[config.mk]
export PLATFORM = sky130hd
export DESIGN_NAME = dsc_drive_status
export DESIGN_NICKNAME = d
export VERILOG_FILES = /design/src/design/dsc_pkg.sv /design/src/design/dsc_drive_status.sv
export SDC_FILE = /design/constraint.sdc
export NUM_CORES = 1
export LEC_CHECK = 0
export BUFFER_PORTS_ARGS = -buffer_cell sky130_fd_sc_hd__buf_2
export CORE_UTILIZATION = 45
export CTS_BUF_LIST = sky130_fd_sc_hd__clkbuf_4
export DETAILED_ROUTE_END_ITERATION = 7
export GPL_ROUTABILITY_DRIVEN = 0
export HOLD_SLACK_MARGIN = 0.02
export PLACE_DENSITY = 0.65
export SYNTH_ARGS = -nofsm -noshare
export SYNTH_HDL_FRONTEND = slang
export SYNTH_SLANG_ARGS = --single-unit
[constraint.sdc]
create_clock -name i_clk -period 8.3 [get_ports i_clk]
set_input_delay 0.415 -clock i_clk [delete_from_list [all_inputs] [get_ports i_clk]]
set_output_delay 0.415 -clock i_clk [all_outputs]
set_load 0.01 [all_outputs]
[src/design/dsc_pkg.sv]
// Purpose: constants shared by the drive status comparator block
// Assumes: frequency in 0.01 Hz steps, current and pid values in 0.1 % steps
// Notes:   register map is word aligned on an avalon-mm slave
package dsc_pkg;

   localparam int DSC_DW = 16;
   localparam int DSC_AW = 6;

   ////////////////////////////////////////////////////////////////////////////
   // register byte offsets
   localparam logic [5:0] DSC_OFS_MAX_FREQ   = 6'h00;
   localparam logic [5:0] DSC_OFS_SETPOINT   = 6'h04;
   localparam logic [5:0] DSC_OFS_ACCEL_ON   = 6'h08;
   localparam logic [5:0] DSC_OFS_DECEL_OFF  = 6'h0c;
   localparam logic [5:0] DSC_OFS_CUR_FIRST  = 6'h10;
   localparam logic [5:0] DSC_OFS_CUR_SECOND = 6'h14;
   localparam logic [5:0] DSC_OFS_PID_LIMIT  = 6'h18;
   localparam logic [5:0] DSC_OFS_TERM_SEL   = 6'h1c;
   localparam logic [5:0] DSC_OFS_STATUS     = 6'h20;

   ////////////////////////////////////////////////////////////////////////////
   // reset values
   localparam logic [15:0] DSC_RST_MAX_FREQ   = 16'h1770;
   localparam logic [15:0] DSC_RST_SETPOINT   = 16'h0000;
   localparam logic [15:0] DSC_RST_ACCEL_ON   = 16'h0000;
   localparam logic [15:0] DSC_RST_DECEL_OFF  = 16'h0000;
   localparam logic [15:0] DSC_RST_CUR_FIRST  = 16'h03e8;
   localparam logic [15:0] DSC_RST_CUR_SECOND = 16'h03e8;
   localparam logic [15:0] DSC_RST_PID_LIMIT  = 16'h001e;
   localparam logic [7:0]  DSC_RST_TERM0_SEL  = 8'h01;
   localparam logic [7:0]  DSC_RST_TERM1_SEL  = 8'h03;

   ////////////////////////////////////////////////////////////////////////////
   // hysteresis as fractions of the maximum frequency, in percent
   localparam logic [16:0] DSC_PCT_DIV    = 17'h00064;
   localparam logic [16:0] DSC_HYST_ON_PCT  = 17'h00001;
   localparam logic [16:0] DSC_HYST_OFF_PCT = 17'h00002;

   ////////////////////////////////////////////////////////////////////////////
   // terminal function codes
   localparam logic [7:0] DSC_FN_AT_SETPOINT = 8'h01;
   localparam logic [7:0] DSC_FN_OVER_THR    = 8'h02;
   localparam logic [7:0] DSC_FN_CUR_FIRST   = 8'h03;
   localparam logic [7:0] DSC_FN_PID_EXCESS  = 8'h04;
   localparam logic [7:0] DSC_FN_THR_PULSE   = 8'h06;

   ////////////////////////////////////////////////////////////////////////////
   // status bit positions
   localparam int DSC_ST_AT_SETPOINT = 0;
   localparam int DSC_ST_OVER_THR    = 1;
   localparam int DSC_ST_THR_PULSE   = 2;
   localparam int DSC_ST_CUR_FIRST   = 3;
   localparam int DSC_ST_CUR_SECOND  = 4;
   localparam int DSC_ST_PID_EXCESS  = 5;
   localparam int DSC_ST_ACCEL       = 6;
   localparam int DSC_ST_DECEL       = 7;

   typedef enum logic [1:0] {
      DSC_DIR_STEADY = 2'b00,
      DSC_DIR_ACCEL  = 2'b01,
      DSC_DIR_DECEL  = 2'b10
   } dsc_dir_t;

endpackage

[src/design/dsc_drive_status.sv]
// Purpose: frequency arrival, current alarm and pid excess status outputs
// Assumes: measurement inputs come from logic on i_clk
// Notes:   one wait state on every bus access
//
// Added by the designer: the register offsets and the Avalon-MM slave port.
`timescale 1ns/1ps

// Behaviour
// - arrival flags assert within 1% of max
// - arrival flags clear beyond 2% of max
// - setpoint arrival compares against setpoint frequency
// - over flag: on accel threshold, off decel
// - equal on and off thresholds work
// - pulse flag on at accel threshold while accelerating
// - pulse flag likewise around decel threshold
// - first current alarm follows first limit
// - second current alarm uses own limit
// - current alarms active driving and regenerating
// - terminal high only while condition present
// - first current limit resets to 100%
// - code 03 selects first current alarm
// - pid error is absolute setpoint difference
// - pid flag set above, cleared below limit
// - pid limit resets to three percent
// - code 04 selects pid excess flag
// - codes 01 02 06 select arrival flags
module dsc_drive_status
   import dsc_pkg::*;
#(
   parameter int NUM_TERM = 2
) (
   // clock and reset
   input  wire logic                  i_clk,
   input  wire logic                  i_rst,
   // avalon-mm slave
   input  wire logic [DSC_AW-1:0]     i_avs_address,
   input  wire logic                  i_avs_read,
   input  wire logic                  i_avs_write,
   input  wire logic [31:0]           i_avs_writedata,
   output logic      [31:0]           o_avs_readdata,
   output logic                       o_avs_waitrequest,
   // drive measurements
   input  wire logic [DSC_DW-1:0]     i_out_freq,
   input  wire logic [DSC_DW-1:0]     i_out_current,
   input  wire logic [DSC_DW-1:0]     i_pid_setpoint,
   input  wire logic [DSC_DW-1:0]     i_pid_process,
   // status flags
   output logic                       o_arrival_at_setpoint,
   output logic                       o_arrival_over_threshold,
   output logic                       o_arrival_at_threshold_pulse,
   output logic                       o_current_alarm_first,
   output logic                       o_current_alarm_second,
   output logic                       o_pid_error_excess_flag,
   // relay terminals
   output logic      [NUM_TERM-1:0]   o_term
);

   logic [15:0]          max_freq;
   logic [15:0]          setpoint_frequency;
   logic [15:0]          accel_on_threshold;
   logic [15:0]          decel_off_threshold;
   logic [15:0]          current_limit_first;
   logic [15:0]          current_limit_second;
   logic [15:0]          pid_error_limit;
   logic [7:0]           term_sel [NUM_TERM];
   logic [15:0]          freq_q;
   logic [15:0]          freq_prev;
   logic [15:0]          cur_q;
   logic [15:0]          pid_err;
   logic [15:0]          band_on;
   logic [15:0]          band_off;
   dsc_dir_t             dir;
   logic                 req;
   logic                 bus_ack;
   logic [7:0]           status;
   logic [15:0]          d_set;
   logic [15:0]          d_acc;
   logic [15:0]          d_dec;

   function automatic logic [15:0] abs_diff(input logic [15:0] a, input logic [15:0] b);
      abs_diff = (a > b) ? (a - b) : (b - a);
   endfunction

   ////////////////////////////////////////////////////////////////////////////
   // avalon slave: request held until waitrequest is seen low
   assign req     = i_avs_read | i_avs_write;
   assign bus_ack = req & ~o_avs_waitrequest;

   always_ff @(posedge i_clk) begin
      o_avs_waitrequest <= i_rst || bus_ack || !req;
   end

   // unmapped addresses read as zero and ignore writes
   always_ff @(posedge i_clk) begin
      if (i_rst) begin
         o_avs_readdata <= 32'h0000_0000;
      end else if (i_avs_read && o_avs_waitrequest) begin
         unique case (i_avs_address)
            DSC_OFS_MAX_FREQ:   o_avs_readdata <= {16'h0000, max_freq};
            DSC_OFS_SETPOINT:   o_avs_readdata <= {16'h0000, setpoint_frequency};
            DSC_OFS_ACCEL_ON:   o_avs_readdata <= {16'h0000, accel_on_threshold};
            DSC_OFS_DECEL_OFF:  o_avs_readdata <= {16'h0000, decel_off_threshold};
            DSC_OFS_CUR_FIRST:  o_avs_readdata <= {16'h0000, current_limit_first};
            DSC_OFS_CUR_SECOND: o_avs_readdata <= {16'h0000, current_limit_second};
            DSC_OFS_PID_LIMIT:  o_avs_readdata <= {16'h0000, pid_error_limit};
            DSC_OFS_TERM_SEL:   o_avs_readdata <= {16'h0000, term_sel[1], term_sel[0]};
            DSC_OFS_STATUS:     o_avs_readdata <= {24'h00_0000, status};
            default:            o_avs_readdata <= 32'h0000_0000;
         endcase
      end
   end

   always_ff @(posedge i_clk) begin
      if (i_rst) begin
         max_freq             <= DSC_RST_MAX_FREQ;
         setpoint_frequency   <= DSC_RST_SETPOINT;
         accel_on_threshold   <= DSC_RST_ACCEL_ON;
         decel_off_threshold  <= DSC_RST_DECEL_OFF;
         current_limit_first  <= DSC_RST_CUR_FIRST;
         current_limit_second <= DSC_RST_CUR_SECOND;
         pid_error_limit      <= DSC_RST_PID_LIMIT;
         term_sel[0]          <= DSC_RST_TERM0_SEL;
         term_sel[1]          <= DSC_RST_TERM1_SEL;
      end else if (i_avs_write && !o_avs_waitrequest) begin
         unique case (i_avs_address)
            DSC_OFS_MAX_FREQ:   max_freq             <= i_avs_writedata[15:0];
            DSC_OFS_SETPOINT:   setpoint_frequency   <= i_avs_writedata[15:0];
            DSC_OFS_ACCEL_ON:   accel_on_threshold   <= i_avs_writedata[15:0];
            DSC_OFS_DECEL_OFF:  decel_off_threshold  <= i_avs_writedata[15:0];
            DSC_OFS_CUR_FIRST:  current_limit_first  <= i_avs_writedata[15:0];
            DSC_OFS_CUR_SECOND: current_limit_second <= i_avs_writedata[15:0];
            DSC_OFS_PID_LIMIT:  pid_error_limit      <= i_avs_writedata[15:0];
            DSC_OFS_TERM_SEL: begin
               term_sel[0] <= i_avs_writedata[7:0];
               term_sel[1] <= i_avs_writedata[15:8];
            end
            default: ;
         endcase
      end
   end

   ////////////////////////////////////////////////////////////////////////////
   // registered samples and direction
   always_ff @(posedge i_clk) begin
      if (i_rst) begin
         freq_q    <= 16'h0000;
         freq_prev <= 16'h0000;
         cur_q     <= 16'h0000;
         pid_err   <= 16'h0000;
         dir       <= DSC_DIR_STEADY;
      end else begin
         freq_q    <= i_out_freq;
         freq_prev <= freq_q;
         cur_q     <= i_out_current;
         pid_err   <= abs_diff(i_pid_setpoint, i_pid_process);
         // a flat stretch keeps the last direction so pulses do not flicker
         if (freq_q > freq_prev) begin
            dir <= DSC_DIR_ACCEL;
         end else if (freq_q < freq_prev) begin
            dir <= DSC_DIR_DECEL;
         end
      end
   end

   // bands follow max_freq one cycle late after a write; no reset, they settle during it
   always_ff @(posedge i_clk) begin
      band_on  <= 16'((17'(max_freq) * DSC_HYST_ON_PCT) / DSC_PCT_DIV);
      band_off <= 16'((17'(max_freq) * DSC_HYST_OFF_PCT) / DSC_PCT_DIV);
   end

   assign d_set = abs_diff(freq_q, setpoint_frequency);
   assign d_acc = abs_diff(freq_q, accel_on_threshold);
   assign d_dec = abs_diff(freq_q, decel_off_threshold);

   ////////////////////////////////////////////////////////////////////////////
   // frequency arrival flags
   always_ff @(posedge i_clk) begin
      if (i_rst) begin
         o_arrival_at_setpoint <= 1'b0;
      end else if (d_set <= band_on) begin
         o_arrival_at_setpoint <= 1'b1;
      end else if (d_set > band_off) begin
         o_arrival_at_setpoint <= 1'b0;
      end
   end

   always_ff @(posedge i_clk) begin
      if (i_rst) begin
         o_arrival_over_threshold <= 1'b0;
      end else if (dir == DSC_DIR_ACCEL &&
                   17'(freq_q) + 17'(band_on) >= 17'(accel_on_threshold)) begin
         o_arrival_over_threshold <= 1'b1;
      end else if (dir == DSC_DIR_DECEL &&
                   17'(freq_q) + 17'(band_off) < 17'(decel_off_threshold)) begin
         o_arrival_over_threshold <= 1'b0;
      end
   end

   always_ff @(posedge i_clk) begin
      if (i_rst) begin
         o_arrival_at_threshold_pulse <= 1'b0;
      end else if ((dir == DSC_DIR_ACCEL && d_acc <= band_on) ||
                   (dir == DSC_DIR_DECEL && d_dec <= band_on)) begin
         o_arrival_at_threshold_pulse <= 1'b1;
      end else if (d_acc > band_off && d_dec > band_off) begin
         o_arrival_at_threshold_pulse <= 1'b0;
      end
   end

   ////////////////////////////////////////////////////////////////////////////
   // current and pid comparisons; equality holds the last state
   // no direction gating
   always_ff @(posedge i_clk) begin
      if (i_rst) begin
         o_current_alarm_first  <= 1'b0;
         o_current_alarm_second <= 1'b0;
         o_pid_error_excess_flag <= 1'b0;
      end else begin
         if (cur_q > current_limit_first)
            o_current_alarm_first <= 1'b1;
         else if (cur_q < current_limit_first)
            o_current_alarm_first <= 1'b0;
         if (cur_q > current_limit_second)
            o_current_alarm_second <= 1'b1;
         else if (cur_q < current_limit_second)
            o_current_alarm_second <= 1'b0;
         if (pid_err > pid_error_limit)
            o_pid_error_excess_flag <= 1'b1;
         else if (pid_err < pid_error_limit)
            o_pid_error_excess_flag <= 1'b0;
      end
   end

   always_comb begin
      status[DSC_ST_AT_SETPOINT] = o_arrival_at_setpoint;
      status[DSC_ST_OVER_THR]    = o_arrival_over_threshold;
      status[DSC_ST_THR_PULSE]   = o_arrival_at_threshold_pulse;
      status[DSC_ST_CUR_FIRST]   = o_current_alarm_first;
      status[DSC_ST_CUR_SECOND]  = o_current_alarm_second;
      status[DSC_ST_PID_EXCESS]  = o_pid_error_excess_flag;
      status[DSC_ST_ACCEL]       = (dir == DSC_DIR_ACCEL);
      status[DSC_ST_DECEL]       = (dir == DSC_DIR_DECEL);
   end

   ////////////////////////////////////////////////////////////////////////////
   // terminal routing; unknown codes leave the contact open
   for (genvar t = 0; t < NUM_TERM; t++) begin : g_term
      always_ff @(posedge i_clk) begin
         if (i_rst) begin
            o_term[t] <= 1'b0;
         end else begin
            unique case (term_sel[t])
               DSC_FN_AT_SETPOINT: o_term[t] <= o_arrival_at_setpoint;
               DSC_FN_OVER_THR:    o_term[t] <= o_arrival_over_threshold;
               DSC_FN_CUR_FIRST:   o_term[t] <= o_current_alarm_first;
               DSC_FN_PID_EXCESS:  o_term[t] <= o_pid_error_excess_flag;
               DSC_FN_THR_PULSE:   o_term[t] <= o_arrival_at_threshold_pulse;
               default:            o_term[t] <= 1'b0;
            endcase
         end
      end
   end
endmodule

==> key figures <==
Yosys
  • Async set or reset register ratio after synthesis: 0%
  • Largest family of logic cells by synthesized area: compound AO/OA/AOI/OAI gates
  • Synthesized-area fraction occupied by ao, oa, aoi and oai cells: 24.1%
  • Number of flops mapped to enable cells by yosys: 16
  • Post-synthesis instance area: 20,800 um2
  • Post-synthesis xor/xnor area fraction: 3.95%
  • Yosys warning total: 0
  • Commonest register cell after synthesis: sky130_fd_sc_hd__dfxtp_1
  • Adder-Cell Fraction of Synth Area: 19.2%
  • Sequential cell area fraction in the yosys report: 23.8%
  • Basic-gate share of the synthesized area counting and, or, nand and nor cells: 18.2%
  • Ranking of synthesized cells by instance count: 303 x sky130_fd_sc_hd__ha_1, 281 x sky130_fd_sc_hd__nand2_1, 255 x sky130_fd_sc_hd__a21oi_1
  • Unique cell type count in the Yosys netlist: 114
  • Mux share of post-synthesis cell area: 3.38%
  • Library cell with the largest summed area after synthesis: sky130_fd_sc_hd__dfxtp_1
  • Area share of the largest cell type after synthesis: 21.5%
  • Gate Count Post-Synth: 2,619
  • Most common cell in the synthesized netlist: sky130_fd_sc_hd__ha_1
  • Syn avg cell area: 7.96 um2
  • Main area contributors after synthesis: sky130_fd_sc_hd__dfxtp_1 22%, sky130_fd_sc_hd__ha_1 18%, sky130_fd_sc_hd__a21oi_1 6.1%
  • Seq cells post-synth: 240

Clocking
  • Number of buffers added by the clock tree synthesis step: 72
  • CTS root buffer: sky130_fd_sc_hd__clkbuf_4
  • Insertion delay of the later-clocked pin in the worst-skew pair: 760 ps
  • Maximum number of buffers from clock root to sink: 3
  • TritonCTS clock tree: yes
  • Buffer count from post-CTS setup fixing: 0
  • Clk slew on worst S/H paths: 60 ps
  • Clock sinks: 240
  • Max H-tree Level: 3

Timing
  • Transition at the pin with the smallest max-transition slack: 1200 ps
  • Achievable Freq: 139 MHz
  • Largest clock skew in the final design: 51.9 ps
  • Final worst-path setup slack: 1090 ps
  • Share of the clock period used by the worst path after layout: 86.9%
  • RSZ-0062 raised after global routing: false
  • Fin. max-slew vios: 0
  • Number of hold violations in the final report: 0
  • Setup TNS after final layout: 0 ps
  • Final count of negative-setup-slack endpoints: 0
  • Final worst path period need: 7210 ps
  • Worst slew margin: 20.0%

Routing
  • 1st-pass router iterations: 5
  • Remaining routing DRC violations: 0
  • Average detailed-routed wire length per instance: 19.6 um
  • Vias post-DR: 19,776
  • DR vias/cell: 5.81
  • Routed Antenna Nets: 0
  • Number of design-rule violations left by the first detailed-router iteration: 1,735
  • Final routed wirelength across all metal layers: 66.8 mm

Run status
  • Outcome: complete, no violations

Pwr
  • Power per unit of standard cell area: 139 nW/um2
  • Largest vdd supply drop: 0.113 mV
  • Static leakage: 10.4 nW
  • Sum of internal, switching and leakage power: 3.21 mW

Placement
  • Placed wire-length estimate: 50.9 mm
  • Placement Setup Slack: 1220 ps
  • Count of input and output buffers: 114

GRT
  • Global-route wire length before repair: 103 mm
  • Gr ovfl total: 0
  • Vias in the first global route: 19,198
  • Maximum number of pins on one net before global-route repair: 73
  • Antenna violations before repair: 4
  • GR Util All Layers: 28.0%

Worst hold path
  • Type of the tightest min-delay check: input port to flip-flop
  • Hold path depth: 3

Run
  • Number of maximum-capacitance violations: 0

Layout
  • Fill cells: 4,388
  • Share of cells above drive strength 1: 11.3%
  • Count of nets after finishing: 3,163
  • Fraction of the core area covered by cells at the end of the flow: 50.8%
  • Area delta synth->final: 11.0%

Worst setup path
  • Master of the slowest instance on the critical path: sky130_fd_sc_hd__dfxtp_1
  • Ordered list of cells on the worst path: nor4_1 > o31ai_1 > a311oi_1 > a2111o_1 > o21a_4 > a21oi_4 > inv_2 > o311a_4 > o21ai_1 > o2111ai_1 > mux2i_1 > a21oi_2 > a211oi_1 > o21ai_2 > mux2i_1 > a311oi_2 > o2111a_1 > o22ai_1 > o31a_2 > xnor2_1 > or3_1 > a31o_1
  • Levels on crit path: 22
  • Crit path max fanout: 29
  • Worst endpoint data arrival time: 7820 ps
  • Endpoint kind of the worst setup timing path: flip-flop
  • Reg-to-reg slack, setup: 1090 ps
  • Number of buffers and inverters on the critical path: 1
  • Element type at the critical path start: flip-flop
  • Worst endpoint required time: 8910 ps
  • Type of the setup path with the least slack: flip-flop to flip-flop
  • Cell depth of the worst flop-to-flop path: 22
  • Most used cell, CP: sky130_fd_sc_hd__mux2i_1
  • Maximum single-stage delay on the critical path: 900 ps
  • Kind of cell adding the most delay to the critical path: compound AO/OA/AOI/OAI gates

Die
  • Row Count: 78
  • Placeable core area: 45,600 um2
  • I/O pin cnt: 147
  • Die Footprint: 47,200 um2
  • Floorplan die height: 217 um
  • Initial cell density of the core: 45.7%
  • Horiz. Die Dim: 217 um
-- where the power goes --
part,total [mW],switching [mW],internal [mW],leakage (nW)
clock,1.13,0.555,0.578,0.541
sequential,1.24,0.0392,1.20,1.98
combinational,0.843,0.475,0.368,7.89
total,3.21,1.07,2.15,10.4
-- worst min-delay path, delay by kind of cell --
family                 cells  cell delay [ps]
AO/OA/AOI/OAI              1               50
AND/OR/NAND/NOR            1               90
buffers and inverters      1              210
-- sequential cells by signal, indices dropped and copies added, names as in the netlist, 10 cells and up --
signal / count
band_on: 10
current_limit_first: 16
o_avs_readdata: 16
cur_q: 16
pid_error_limit: 16
term_sel: 16
freq_prev: 16
band_off: 11
max_freq: 16
decel_off_threshold: 16
setpoint_frequency: 16
pid_err: 16
current_limit_second: 16
accel_on_threshold: 16
freq_q: 16
-- metrics by stage --
stage	instance area (um2)	hold WS [ps]	std cells
finish	23100	89.1	3404
global route	23100	32.1	3403
CTS	23100	26.8	3400
detailed placement	21700	425	3219
global placement	21700	421	3219
floorplan	20900	436	2634
-- final cells by class --
class	count	area, um2	share of cell area, %
Multi-Input combinational cell	2013	14400	62.4
Sequential cell	240	4960	21.5
Timing Repair Buffer	176	1170	5.06
Inverter	241	905	3.91
Clock buffer	103	773	3.34
Tap cell	600	751	3.24
Clock inverter	27	126	0.546
Antenna cell	4	10.0	0.0433
-- cell families (layout without fill, tap and decap cells) --
logic type	Yosys count	in the layout
mux	62	62
xor+xnor	94	94
compound gates	754	754
simple gates	772	772
buf+inv	381	547
fa+ha+maj	315	315
flops	240	240
other cells	1	20
-- final timing paths --
path	start	endpoint
worst max-delay path	max_freq[15]$_SDFFE_PP0P_	band_off[0]$_DFF_P_
worst min-delay path	i_avs_writedata[10]	current_limit_first[10]$_SDFFE_PP0P_
worst min register to register	pid_error_limit[11]$_SDFFE_PP0P_	pid_error_limit[11]$_SDFFE_PP0P_
worst max register to register	max_freq[15]$_SDFFE_PP0P_	band_off[0]$_DFF_P_
-- cell usage in the layout (no fill, tap or decap), drive strengths merged, types with 103 or more instances in the layout --
| cell type | instances |
|---|---|
| clkbuf | 103 |
| a21o | 121 |
| buf | 125 |
| ha | 303 |
| inv | 243 |
| nand2 | 282 |
| a21oi | 260 |
| dfxtp | 224 |
| nor2 | 135 |
| o21ai | 104 |
-- layer usage --
layer | track usage (%) | part of all wire [%] | vias up
li1 | - | - | 9474
met1 | 35.3 | 41 | 9245
met2 | 45.8 | 45 | 873
met3 | 4.36 | 8.3 | 184
met4 | 15.1 | 5.3 | 0
met5 | 0 | 0 | -
-- what timing repair did --
item,in CTS,in global routing
endpoints found under the hold margin,82,0
hold buffers,51,0
gates resized for setup,0,0
Note: power is estimated with default switching activity, not from simulation.
